$ cat config.mk
export PLATFORM = sky130hd
export DESIGN_NAME = hsc_strap_top
export DESIGN_NICKNAME = d
export VERILOG_FILES = /design/src/inc/hsc_pkg.sv /design/src/inc/hsc_strap_if.sv /design/src/verilog/hsc_strap_capture.sv /design/src/verilog/hsc_strap_top.sv
export SDC_FILE = /design/constraint.sdc
export NUM_CORES = 1
export LEC_CHECK = 0
export BUFFER_PORTS_ARGS = -buffer_cell sky130_fd_sc_hd__buf_2
export CAP_MARGIN = 20
export CORE_MARGIN = 4
export CORE_UTILIZATION = 41
export CTS_CLUSTER_DIAMETER = 200
export CTS_CLUSTER_SIZE = 24
export DETAILED_ROUTE_END_ITERATION = 10
export PLACE_DENSITY = 0.76
export SLEW_MARGIN = 20
export SYNTH_ARGS = -nofsm -noshare
export SYNTH_HDL_FRONTEND = slang
export SYNTH_HIERARCHICAL = 1
export SYNTH_SLANG_ARGS = --single-unit
$ cat constraint.sdc
create_clock -name sys_clk_in -period 1.6 [get_ports sys_clk_in]
set_input_delay 0.08 -clock sys_clk_in [delete_from_list [all_inputs] [get_ports sys_clk_in]]
set_output_delay 0.08 -clock sys_clk_in [all_outputs]
set_load 0.02 [all_outputs]
$ cat src/inc/hsc_pkg.sv
// Purpose: constants and types for the hub strap capture and config select
// Assumes: one 100 MHz clock, asynchronous active-low chip reset
// Notes:   register offsets are byte addresses of 32-bit words
//
// What this block does
// port power output active level follows the polarity strap
// led enabled by eeprom or smbus config drives green leds active low
// default mode samples the two led/fixed-port straps at reset release
// fixed-port strap 00 none, 01 port 1, 10/11 ports 1 and 2 fixed
// strap sets led polarity: bit0 port 1 active low, bit1 port 2
// during reset port power shows inactive level from live polarity strap
// polarity strap latched at reset release and used afterwards
// polarity strap 1 means active high, 0 means active low
// over-current sense input, active low, flags over-current
// both config select inputs sampled at reset release
// select code 01 makes an smbus slave at address 0101100
// code 10 internal defaults with straps, 11 eeprom, 00 reserved
// eeprom selected but absent loads all-zero configuration
// captured straps hold until the next chip reset
package hsc_pkg;

   localparam int ADDR_W = 8;
   localparam int DATA_W = 32;

   // register offsets
   localparam logic [7:0] OFS_STRAP   = 8'h00;
   localparam logic [7:0] OFS_CONFIG  = 8'h04;
   localparam logic [7:0] OFS_IRQ_STS = 8'h08;
   localparam logic [7:0] OFS_IRQ_MSK = 8'h0c;
   localparam logic [7:0] OFS_LIVE    = 8'h10;

   // config register fields
   localparam int CFG_LED_EN = 0;
   localparam int CFG_NR_LSB = 1;
   localparam int CFG_W      = 3;
   localparam logic [2:0] CFG_RESET = 3'h0;

   // irq status bits
   localparam int IRQ_OC_SET  = 0;
   localparam int IRQ_OC_CLR  = 1;
   localparam int IRQ_EE_MISS = 2;
   localparam int IRQ_W       = 3;
   localparam logic [2:0] IRQ_RESET = 3'h0;

   // smbus slave address 0101100
   localparam logic [6:0] SMB_ADDR = 7'h2c;

   // fixed-port decode results
   localparam logic [1:0] NR_NONE  = 2'h0;
   localparam logic [1:0] NR_PORT1 = 2'h1;
   localparam logic [1:0] NR_BOTH  = 2'h3;

   typedef enum logic [1:0]
   {
      MODE_RESERVED = 2'h0,
      MODE_SMBUS    = 2'h1,
      MODE_DEFAULT  = 2'h2,
      MODE_EEPROM   = 2'h3
   } hsc_mode_e;

   typedef enum logic [1:0]
   {
      ST_CAPTURE = 2'h0,
      ST_LOAD    = 2'h1,
      ST_RUN     = 2'h3
   } hsc_state_e;

endpackage

$ cat src/inc/hsc_strap_if.sv
`timescale 1ns/1ps
// Purpose: carries captured strap values from capture to control logic
// Assumes: values are valid only while valid is high
// Notes:   one producer, one consumer
interface hsc_strap_if;
   logic       valid;
   logic       pol;
   logic [1:0] fixed;
   logic [1:0] sel;

   modport cap
   (
      output valid,
      output pol,
      output fixed,
      output sel
   );

   modport use_side
   (
      input valid,
      input pol,
      input fixed,
      input sel
   );
endinterface

$ cat src/verilog/hsc_strap_capture.sv
`timescale 1ns/1ps
// Purpose: catches all straps once after chip reset release
// Assumes: strap pins are steady around reset release
// Notes:   later pin activity is ignored until the next reset
module hsc_strap_capture
   import hsc_pkg::*;
(
   // clock and reset
   input  wire logic       sys_clk_in,
   input  wire logic       rst_n_in,
   // live strap pins
   input  wire logic       pol_in,
   input  wire logic [1:0] fixed_in,
   input  wire logic [1:0] sel_in,
   // captured values
   hsc_strap_if.cap        strap_out
);

   typedef struct packed
   {
      logic       valid;
      logic       pol;
      logic [1:0] fixed;
      logic [1:0] sel;
   } hsc_cap_s;

   hsc_cap_s cap_q;
   hsc_cap_s cap_d;

   always_comb
   begin
      cap_d = cap_q;
      if (!cap_q.valid)
      begin
         cap_d.valid = 1'b1;
         cap_d.pol   = pol_in;
         cap_d.fixed = fixed_in;
         cap_d.sel   = sel_in;
      end
   end

   always_ff @(posedge sys_clk_in or negedge rst_n_in)
   begin
      if (!rst_n_in)
         cap_q <= '0;
      else
         cap_q <= cap_d;
   end

   assign strap_out.valid = cap_q.valid;
   assign strap_out.pol   = cap_q.pol;
   assign strap_out.fixed = cap_q.fixed;
   assign strap_out.sel   = cap_q.sel;

   ////////////////////////////////////////////////////////////////////////
   AST_STRAP_TAKE: assert property (
      @(posedge sys_clk_in) disable iff (!rst_n_in)
      rst_n_in && !cap_q.valid |=> cap_q.valid
         && cap_q.sel == $past(sel_in)
         && cap_q.pol == $past(pol_in) && cap_q.fixed == $past(fixed_in))
      else $error("straps not taken at reset release");

   AST_STRAP_HELD: assert property (
      @(posedge sys_clk_in) disable iff (!rst_n_in)
      cap_q.valid |=> cap_q.valid && $stable(cap_q))
      else $error("captured straps changed after capture");

endmodule

$ cat src/verilog/hsc_strap_top.sv
`timescale 1ns/1ps
// Purpose: strap capture, config source select, port power and led pins
// Assumes: pins synchronous to sys_clk_in; hub engine asks power and leds
// Notes:   port power output is combinational so it is safe in reset
module hsc_strap_top
   import hsc_pkg::*;
(
   // clock and reset
   input  wire logic        sys_clk_in,
   input  wire logic        rst_n_in,
   // strap pins
   input  wire logic        port_power_polarity_strap_in,
   input  wire logic [1:0]  fixed_port_strap_in,
   input  wire logic        config_source_select_lo_in,
   input  wire logic        config_source_select_hi_in,
   // power switch
   input  wire logic        overcurrent_in_n_in,
   output      logic        port_power_enable_out,
   // hub engine
   input  wire logic        port_power_request_in,
   input  wire logic [1:0]  port_led_request_in,
   output      logic [1:0]  nonremovable_ports_out,
   output      logic        config_ready_out,
   output      logic        overcurrent_out,
   // green led pins, shared with fixed-port straps
   output      logic [1:0]  port_green_led_out,
   output      logic [1:0]  port_green_led_oe_out,
   // serial config engines
   output      logic        smbus_slave_enable_out,
   output      logic [6:0]  smbus_slave_addr_out,
   output      logic        eeprom_load_start_out,
   input  wire logic        eeprom_load_done_in,
   input  wire logic        eeprom_present_in,
   input  wire logic [2:0]  eeprom_cfg_in,
   // register port
   input  wire logic [7:0]  reg_addr_in,
   input  wire logic [31:0] reg_wdata_in,
   input  wire logic        reg_wr_in,
   input  wire logic        reg_rd_in,
   output      logic [31:0] reg_rdata_out,
   output      logic        irq_out
);

   ////////////////////////////////////////////////////////////////////////
   // decode helpers

   function automatic logic [1:0] nr_decode(input logic [1:0] s);
      logic [1:0] r;
      r = NR_BOTH;
      if (s == 2'h0)
         r = NR_NONE;
      else if (s == 2'h1)
         r = NR_PORT1;
      return r;
   endfunction

   function automatic hsc_mode_e mode_decode(input logic [1:0] s);
      hsc_mode_e m;
      m = hsc_mode_e'(s);
      return m;
   endfunction

   ////////////////////////////////////////////////////////////////////////
   // strap capture

   hsc_strap_if strap ();

   hsc_strap_capture u_cap
   (
      .sys_clk_in (sys_clk_in),
      .rst_n_in   (rst_n_in),
      .pol_in     (port_power_polarity_strap_in),
      .fixed_in   (fixed_port_strap_in),
      .sel_in     ({config_source_select_hi_in, config_source_select_lo_in}),
      .strap_out  (strap)
   );

   ////////////////////////////////////////////////////////////////////////
   // state

   typedef struct packed
   {
      hsc_state_e  st;
      hsc_mode_e   mode;
      logic [2:0]  cfg;
      logic [2:0]  sts;
      logic [2:0]  msk;
      logic        oc;
      logic        pwr;
      logic [1:0]  nr;
      logic [1:0]  led;
      logic [1:0]  led_oe;
      logic        smb_en;
      logic [6:0]  smb_addr;
      logic        ee_start;
      logic        ready;
      logic        irq;
      logic [31:0] rdata;
   } hsc_top_s;

   hsc_top_s r_q;
   hsc_top_s r_d;

   logic       pol_eff;
   logic       wr_cfg;
   logic       wr_sts;
   logic [2:0] ev;
   logic [1:0] led_low;

   ////////////////////////////////////////////////////////////////////////
   // next state

   always_comb
   begin
      r_d      = r_q;
      ev       = 3'h0;
      led_low  = 2'h3;
      wr_cfg   = reg_wr_in && reg_addr_in == OFS_CONFIG;
      wr_sts   = reg_wr_in && reg_addr_in == OFS_IRQ_STS;
      r_d.ee_start = 1'b0;

      // over-current sense, active low
      r_d.oc = !overcurrent_in_n_in;
      ev[IRQ_OC_SET] = !overcurrent_in_n_in && !r_q.oc;
      ev[IRQ_OC_CLR] = overcurrent_in_n_in && r_q.oc;

      unique case (r_q.st)
         ST_CAPTURE:
         begin
            if (strap.valid)
            begin
               r_d.mode = mode_decode(strap.sel);
               unique case (mode_decode(strap.sel))
                  MODE_EEPROM:
                  begin
                     r_d.st       = ST_LOAD;
                     r_d.ee_start = 1'b1;
                  end
                  MODE_SMBUS:
                  begin
                     r_d.smb_en   = 1'b1;
                     r_d.smb_addr = SMB_ADDR;
                     r_d.st       = ST_RUN;
                  end
                  MODE_DEFAULT:
                  begin
                     r_d.nr = nr_decode(strap.fixed);
                     r_d.st = ST_RUN;
                  end
                  MODE_RESERVED:
                  begin
                     r_d.cfg = CFG_RESET;
                     r_d.st  = ST_RUN;
                  end
               endcase
            end
         end
         ST_LOAD:
         begin
            if (eeprom_load_done_in)
            begin
               r_d.st = ST_RUN;
               if (eeprom_present_in)
                  r_d.cfg = eeprom_cfg_in;
               else
               begin
                  r_d.cfg = CFG_RESET;
                  ev[IRQ_EE_MISS] = 1'b1;
               end
            end
         end
         ST_RUN:
         begin
            r_d.ready = 1'b1;
         end
         default:
         begin
            r_d.st = ST_CAPTURE;
         end
      endcase

      // smbus host downloads config through the register port
      if (wr_cfg && r_q.mode == MODE_SMBUS)
         r_d.cfg = reg_wdata_in[CFG_W-1:0];
      if (r_d.mode != MODE_DEFAULT)
         r_d.nr = r_d.cfg[CFG_NR_LSB +: 2];

      if (reg_wr_in && reg_addr_in == OFS_IRQ_MSK)
         r_d.msk = reg_wdata_in[IRQ_W-1:0];

      // write one to clear; a new event wins over the clear
      r_d.sts = (r_q.sts & ~(wr_sts ? reg_wdata_in[IRQ_W-1:0] : 3'h0)) | ev;
      r_d.irq = |(r_d.sts & r_d.msk);

      // port power request, only once configured
      r_d.pwr = port_power_request_in && r_q.st == ST_RUN;

      // green leds: strap polarity in default mode, else active low
      if (r_q.mode == MODE_DEFAULT)
      begin
         led_low = strap.fixed;
         r_d.led_oe = {2{r_q.st == ST_RUN}};
      end
      else
      begin
         r_d.led_oe = {2{r_q.st == ST_RUN && r_q.cfg[CFG_LED_EN]}};
      end
      r_d.led = port_led_request_in ^ led_low;

      // read data stand for one cycle only
      r_d.rdata = 32'h0;
      if (reg_rd_in)
      begin
         unique case (reg_addr_in)
            OFS_STRAP:
               r_d.rdata = {23'h0, r_q.st, r_q.mode, strap.sel,
                            strap.fixed, strap.pol};
            OFS_CONFIG:
               r_d.rdata = {29'h0, r_q.cfg};
            OFS_IRQ_STS:
               r_d.rdata = {29'h0, r_q.sts};
            OFS_IRQ_MSK:
               r_d.rdata = {29'h0, r_q.msk};
            OFS_LIVE:
               r_d.rdata = {27'h0, r_q.ready, r_q.oc, r_q.pwr, r_q.nr};
            default:
               r_d.rdata = 32'h0;
         endcase
      end
   end

   always_ff @(posedge sys_clk_in or negedge rst_n_in)
   begin
      if (!rst_n_in)
      begin
         r_q      <= '0;
         r_q.st   <= ST_CAPTURE;
         r_q.mode <= MODE_RESERVED;
         r_q.cfg  <= CFG_RESET;
         r_q.sts  <= IRQ_RESET;
         r_q.msk  <= IRQ_RESET;
      end
      else
         r_q <= r_d;
   end

   ////////////////////////////////////////////////////////////////////////
   // port power: live strap in reset, latched strap afterwards

   assign pol_eff = strap.valid ? strap.pol : port_power_polarity_strap_in;

   always_comb
   begin
      if (!rst_n_in)
         port_power_enable_out = !port_power_polarity_strap_in;
      else if (pol_eff)
         port_power_enable_out = r_q.pwr;
      else
         port_power_enable_out = !r_q.pwr;
   end

   ////////////////////////////////////////////////////////////////////////
   // outputs

   assign nonremovable_ports_out = r_q.nr;
   assign config_ready_out       = r_q.ready;
   assign overcurrent_out        = r_q.oc;
   assign port_green_led_out     = r_q.led;
   assign port_green_led_oe_out  = r_q.led_oe;
   assign smbus_slave_enable_out = r_q.smb_en;
   assign smbus_slave_addr_out   = r_q.smb_addr;
   assign eeprom_load_start_out  = r_q.ee_start;
   assign reg_rdata_out          = r_q.rdata;
   assign irq_out                = r_q.irq;

   ////////////////////////////////////////////////////////////////////////
   // checks

   always_comb
   begin
      if (!rst_n_in)
         AST_RESET_OFF: assert (port_power_enable_out ==
            !port_power_polarity_strap_in)
            else $error("port power active during reset");
   end

   AST_PWR_POL: assert property (
      @(posedge sys_clk_in) disable iff (!rst_n_in)
      strap.valid |-> port_power_enable_out == (strap.pol ~^ r_q.pwr))
      else $error("port power level ignores latched polarity");

   AST_PWR_LATCH: assert property (
      @(posedge sys_clk_in) disable iff (!rst_n_in)
      strap.valid && !r_q.pwr && $changed(port_power_polarity_strap_in)
         |-> port_power_enable_out == !strap.pol)
      else $error("port power follows live strap after reset");

   AST_MODE_SEL: assert property (
      @(posedge sys_clk_in) disable iff (!rst_n_in)
      r_q.st == ST_CAPTURE && strap.valid
         |=> r_q.mode == mode_decode($past(strap.sel)))
      else $error("config mode does not match select straps");

   AST_SMB_ADDR: assert property (
      @(posedge sys_clk_in) disable iff (!rst_n_in)
      r_q.st == ST_RUN && r_q.mode == MODE_SMBUS
         |-> smbus_slave_enable_out && smbus_slave_addr_out == 7'h2c)
      else $error("smbus slave not enabled at its address");

   AST_EE_START: assert property (
      @(posedge sys_clk_in) disable iff (!rst_n_in)
      r_q.st == ST_CAPTURE && strap.valid && strap.sel == 2'h3
         |=> eeprom_load_start_out ##1 !eeprom_load_start_out)
      else $error("eeprom load not started for one cycle");

   AST_EE_ZERO: assert property (
      @(posedge sys_clk_in) disable iff (!rst_n_in)
      r_q.st == ST_LOAD && eeprom_load_done_in && !eeprom_present_in
         |=> r_q.cfg == 3'h0 && r_q.st == ST_RUN ##1 irq_out == r_q.msk[2])
      else $error("absent eeprom did not load zero config");

   AST_NONREM: assert property (
      @(posedge sys_clk_in) disable iff (!rst_n_in)
      r_q.st == ST_RUN && r_q.mode == MODE_DEFAULT
         |-> nonremovable_ports_out
            == {strap.fixed[1], strap.fixed[1] | strap.fixed[0]})
      else $error("fixed-port decode wrong");

   AST_LED_POL: assert property (
      @(posedge sys_clk_in) disable iff (!rst_n_in)
      r_q.st == ST_RUN && r_q.mode == MODE_DEFAULT
         |=> port_green_led_out == ($past(port_led_request_in) ^ strap.fixed))
      else $error("default-mode led polarity wrong");

   AST_LED_LOW: assert property (
      @(posedge sys_clk_in) disable iff (!rst_n_in)
      r_q.st == ST_RUN && r_q.mode != MODE_DEFAULT && r_q.cfg[0]
         |=> port_green_led_oe_out == 2'h3
            && port_green_led_out == ~$past(port_led_request_in))
      else $error("configured leds not active low");

   AST_OC_FLAG: assert property (
      @(posedge sys_clk_in) disable iff (!rst_n_in)
      $fell(overcurrent_in_n_in) |=> r_q.sts[0] && overcurrent_out)
      else $error("over-current not flagged");

endmodule
==> impl_metrics.tcl, run 1 <==
set metrics [dict create \
    fin_ws_ns -0.0660 \
    power.leakage_uw 0.00129 \
    status "finished with violations" \
    track_usage_pct 14.1 \
    period_needed_ns 1.67 \
    synth_edf_count 0 \
    ant_nets 0 \
    worstPathArrival_ns 1.82 \
    syn_inst 208 \
    core_sq_um 5140 \
    cts_root_buf "clkbuf_8" \
    max_freq_mhz 600 \
    die_y_um 81.0 \
    port_buffers 52 \
    crit_chain "or4b_4 > a21o_1 > a221oi_2 > o31ai_1" \
    tightest_slew_ns 0.494 \
    worstHoldPathCells 2 \
    antenna_cells 0 \
    clk_path_buf_depth 2 \
    detailed_place_hpwl_um 3510 \
    ys_ff_latch 39 \
    clk_pin_slew_ns 0.07 \
    yosysSeqAreaShare_pct 44.6 \
    cts_num_sinks 39 \
    violations "negative setup slack" \
    slowest_stage "or4b_4" \
    min_path_type "in2reg" \
    slowest_delay_ns 0.53 \
    synth_top_area_share_pct 44.6 \
    ys_top_cells_by_area "dfrtp_1 (45%), buf_4 (15%), mux2_2 (4.6%), mux2i_1 (2.7%), nor2_1 (2.1%)" \
    clock_latency_ns 0.29 \
    avgSynthCellArea_sq_um 10.5 \
    antenna_found_initial 0 \
    nets 318 \
    startpoint_type "flop" \
    async_flop_share_pct 100 \
    drt-total-wl_um 4540 \
    areaGrowthSynthToFinish_pct 15.6 \
    drt-wirelength-per-cell_um 13.7 \
    fp.dieArea_sq_um 6560 \
    cp-end-kind "flop" \
    overflow 0 \
    numCtsBuffers 5 \
    drt_iter0_markers 113 \
    pre_cts_ws_ns -0.0657 \
    drt_pass1_iterations 4 \
    reg2regPathDepth 4 \
    final_util_pct 49.2 \
    grt_pass1_vias 1453 \
    via_count 1568 \
    yosysMostFrequentCell "buf_4" \
    synth_warnings 6 \
    htree_levels 2 \
    grt_max_degree 38 \
    yosysTopAreaCell "dfrtp_1" \
    post-route-period-util_pct 104 \
    drc 0 \
    io_pins 109 \
    powerDensity_nw_per_um2 1090 \
    p_total_uw 2760 \
    cts_tree "built" \
    max_slew_margin_pct 66.6 \
    grt_pass1_wl_um 7000 \
    place_congestion 0.850 \
    required_ns 1.76 \
    rows 26 \
    netlist_area_sq_um 2190 \
    die-width_um 81.0 \
    final-setup-viol-count 5 \
    hold_violations 0 \
    synth_common_cells "buf_4 (45), dfrtp_1 (39), nor2_1 (12)" \
    crit_type "reg2reg" \
    drive_above_1_share_pct 35.2 \
    crit_path_max_fanout 3 \
    routed_via_density 4.74 \
    start_util_pct 42.5 \
    drv_slew 0 \
    rsz0062_at_grt "true" \
    skew_ns 0.00588 \
    synth_ff_type "dfrtp_1" \
    synth_cell_types 48 \
    peakVddDrop_mv 0.414 \
    max-cap-violations 0 \
]
layout by cell type (no fill, tap or decap), drive strengths merged, types with 3 or more instances in the layout:
master,Yosys,final
buf,49,65
dfrtp,39,39
conb,2,28
nor2,12,12
mux2,10,10
inv,9,9
clkbuf,1,8
a21oi,7,7
mux2i,6,6
nand2,5,5
o21ai,5,5
a22oi,5,5
nor4,5,5
a21o,4,4
and2,4,4
dlygate4sd3,0,4
and3,4,4
nor4bb,3,3
nand4,3,3
nor2b,3,3
nand2b,3,3
flip-flops by register name (all words and copies together) (netlist names), 2 cells and up:
signal                  count
r_q                        14
reg_rdata_out               9
nonremovable_ports_out      2
port_green_led_out          2
u_cap/strap_out.fixed       2
u_cap/strap_out.sel         2
path summary, 6_finish.rpt:
kind | slack (ns) | to | startpoint
setup / recovery | -0.07 | nonremovable_ports_out[0] | r_q[62]
hold / removal | 0.01 | u_cap/strap_out.sel[1] | config_source_select_hi_in
setup reg to reg | -0.07 | nonremovable_ports_out[0] | r_q[62]
hold reg to reg | 0.50 | config_ready_out | config_ready_out
max in group asynchronous | 0.78 | u_cap/strap_out.valid | rst_n_in
min in group asynchronous | 0.14 | u_cap/strap_out.pol | rst_n_in
power by group:
part	switching [uW]	internal, uW
Combinational	458	333
Clock	321	393
Sequential	132	1130
Total	911	1850
layout make-up:
type,instances,area [sq um]
fillers,498,2610
flip-flops and latches,39,977
multi-input cells,135,927
repair buffers,69,398
clock buffers,8,100
well taps,70,87.6
inverters,10,37.5
routing by layer:
layer  part of all wire [%]  track usage, %  vias up
met1                     41            18.0      752
met3                    7.6            4.66        4
met4                   0.64            2.53        0
met2                     50            23.6       54
li1                       -               -      758
met5                      0               0        -
timing repair:
action                                 in CTS  in global routing
cloned                                      0                  0
buffers inserted                            0                  1
pin swaps                                   1                  6
resized for setup                           0                  4
setup endpoints to repair                   4                  5
endpoints found under the hold margin      42                  0
hold buffers                                4                  0
worst max-delay path: cells and delay by family, from the launching register on:
family,cells,cell delay (ns)
DFF,1,0.38
and+or+nand+nor,1,0.53
AOI/OAI and AO/OA,3,0.62
metrics by stage:
stage / std cells / hold slack [ns] / TNS (ns) / cell area, sq um
floorplan: 234 / -0.216 / 0 / 2280
detailed placement: 318 / -0.0932 / -0.197 / 2360
finish: 331 / 0.0148 / -0.174 / 2530
global placement: 318 / -0.0947 / -0.102 / 2360
CTS: 330 / 0.0154 / -0.193 / 2500
global route: 331 / 0.0160 / -0.511 / 2530
cells by family after synthesis:
logic type,count (synthesis),share of synthesized area (%)
buffers and inverters,60,18.3
and+or+nand+nor,53,15.8
DFF,39,44.6
AOI/OAI and AO/OA,35,11.8
muxes,16,7.90
xor gates and xnor gates,3,1.20
other,2,0.344
Power figures use the tool's default switching activity.
==> run 2, diff against run 1 <==
Settings changed: CAP_MARGIN 20 to unset, CORE_UTILIZATION 41 to 46, PLACE_DENSITY 0.76 to 0.8, SKIP_CTS_REPAIR_TIMING set to 1.
Clock period 1.6 ns to 1.7 ns, I/O delays scaled along.
==> run 2 against run 1 <==
  * The flow now finishes without violations
  * Total power down 10%
  * Combinational power decreased by 7.6%
  * Non-clock buffer count down 5
  * Maximum frequency is 2.2% higher
  * Worst setup slack better by 0.14 ns
  * Highest routed layer unchanged
==> impl_metrics.tcl, run 2 (synthesis gave the netlist of run 1 again) <==
set metrics [dict create \
    status "completed" \
    final_common_cell "buf_2" \
    track_usage_pct 15.3 \
    period_needed_ns 1.63 \
    grt_pass1_wl_um 7240 \
    die-width_um 76.9 \
    cts_root_buf "clkbuf_8" \
    hold_violations 0 \
    drc 0 \
    cts_num_sinks 39 \
    fin_ws_ns 0.0705 \
    holdWs_ns 0.0274 \
    cp-end-kind "flop" \
    place_congestion 0.885 \
    drt_pass1_iterations 4 \
    routed_via_density 5.10 \
    areaGrowthSynthToFinish_pct 10.7 \
    core_sq_um 4470 \
    power.leakage_uw 0.00124 \
    overflow 0 \
    detailed_place_hpwl_um 3410 \
    max-cap-violations 0 \
    placed_cell_area_sq_um 2300 \
    worstPathArrival_ns 1.81 \
    crit_path_max_fanout 3 \
    fillers 401 \
    largest_reg_flops 14 \
    required_ns 1.88 \
    ant_nets 0 \
    drt-wirelength-per-cell_um 14.5 \
    die_y_um 76.9 \
    min_path_type "in2reg" \
    regArea_sq_um 976 \
    stdcell_area_sq_um 2420 \
    start_util_pct 48.9 \
    pre_cts_ws_ns 0.0807 \
    numCtsBuffers 5 \
    max_slew_margin_pct 66.1 \
    port_buffers 52 \
    clk_pin_slew_ns 0.07 \
    peakVddDrop_mv 0.443 \
    startpoint_type "flop" \
    max_freq_mhz 614 \
    grt_pass1_vias 1524 \
    post-route-period-util_pct 95.9 \
    tightest_slew_ns 0.502 \
    antenna_cells 0 \
    top_register "r_q" \
    final_cell_mix "buf_2 (52), dfrtp_1 (39), conb_1 (28)" \
    drt-total-wl_um 4440 \
    setup_tns_ns 0 \
    htree_levels 2 \
    grt_max_degree 40 \
    cts_tree "built" \
    multi_input_area_sq_um 908 \
    nets 313 \
    antenna_found_initial 0 \
    drv_slew 0 \
    final-setup-viol-count 0 \
    via_count 1560 \
    drive_above_1_share_pct 31.9 \
    skew_ns 0.00517 \
    powerDensity_nw_per_um2 1020 \
    crit_type "reg2reg" \
    rows 24 \
    clk_path_buf_depth 2 \
    rsz0062_at_grt "true" \
    io_pins 109 \
    layoutNonFillerInstCount 306 \
    drt_iter0_markers 79 \
    fp.dieArea_sq_um 5920 \
    clock_latency_ns 0.29 \
    dp_cells 295 \
]
-- run 2: cell count changes in the layout (fill, tap and decap cells not counted), sizes merged --
cell and change:
buf -5, clkbuf -2
-- run 2: cell type report --
class / count / area share [%]
inverters: 10 / 1.55
multi-input cells: 135 / 37.5
repair buffers: 64 / 14.9
well taps: 52 / 2.69
flip-flops and latches: 39 / 40.3
clock buffers: 6 / 3.00
-- run 2: metal layers --
layer | vias up | global-route usage, % | wire (um)
li1 | 747 | - | -
met1 | 729 | 20.2 | 1940
met2 | 74 | 23.6 | 2030
met3 | 10 | 3.40 | 349
met4 | 0 | 7.43 | 124
met5 | - | 0 | 0
-- run 2: final timing paths --
kind	start	end	slack, ns	cells past startpoint
worst max-delay path	r_q[62]	r_q[57]	0.07	5
worst max register to register	r_q[62]	r_q[57]	0.07	5
max in group asynchronous	rst_n_in	reg_rdata_out[1]	0.90	3
min in group asynchronous	rst_n_in	port_green_led_out[0]	0.46	3
worst min-delay path	fixed_port_strap_in[0]	u_cap/strap_out.fixed[0]	0.03	2
worst min register to register	config_ready_out	config_ready_out	0.52	1
-- run 2: critical path: stages (launching register included) --
cell,delay [ns]
dfrtp_1,0.38
or4b_1,0.51
a21o_1,0.21
buf_4,0.14
a22oi_1,0.18
a21oi_1,0.09
-- run 2: power breakdown --
part / total (uW) / switching, uW / internal (uW)
Combinational: 731 / 428 / 303
Sequential: 1180 / 116 / 1060
Clock: 567 / 294 / 273
-- run 2: metrics by stage --
stage	utilization, %	total power [uW]
CTS	53.0	2470
global placement	51.4	1890
finish	54.1	2480
global route	54.1	2600
floorplan	-	1800
detailed placement	51.4	1910
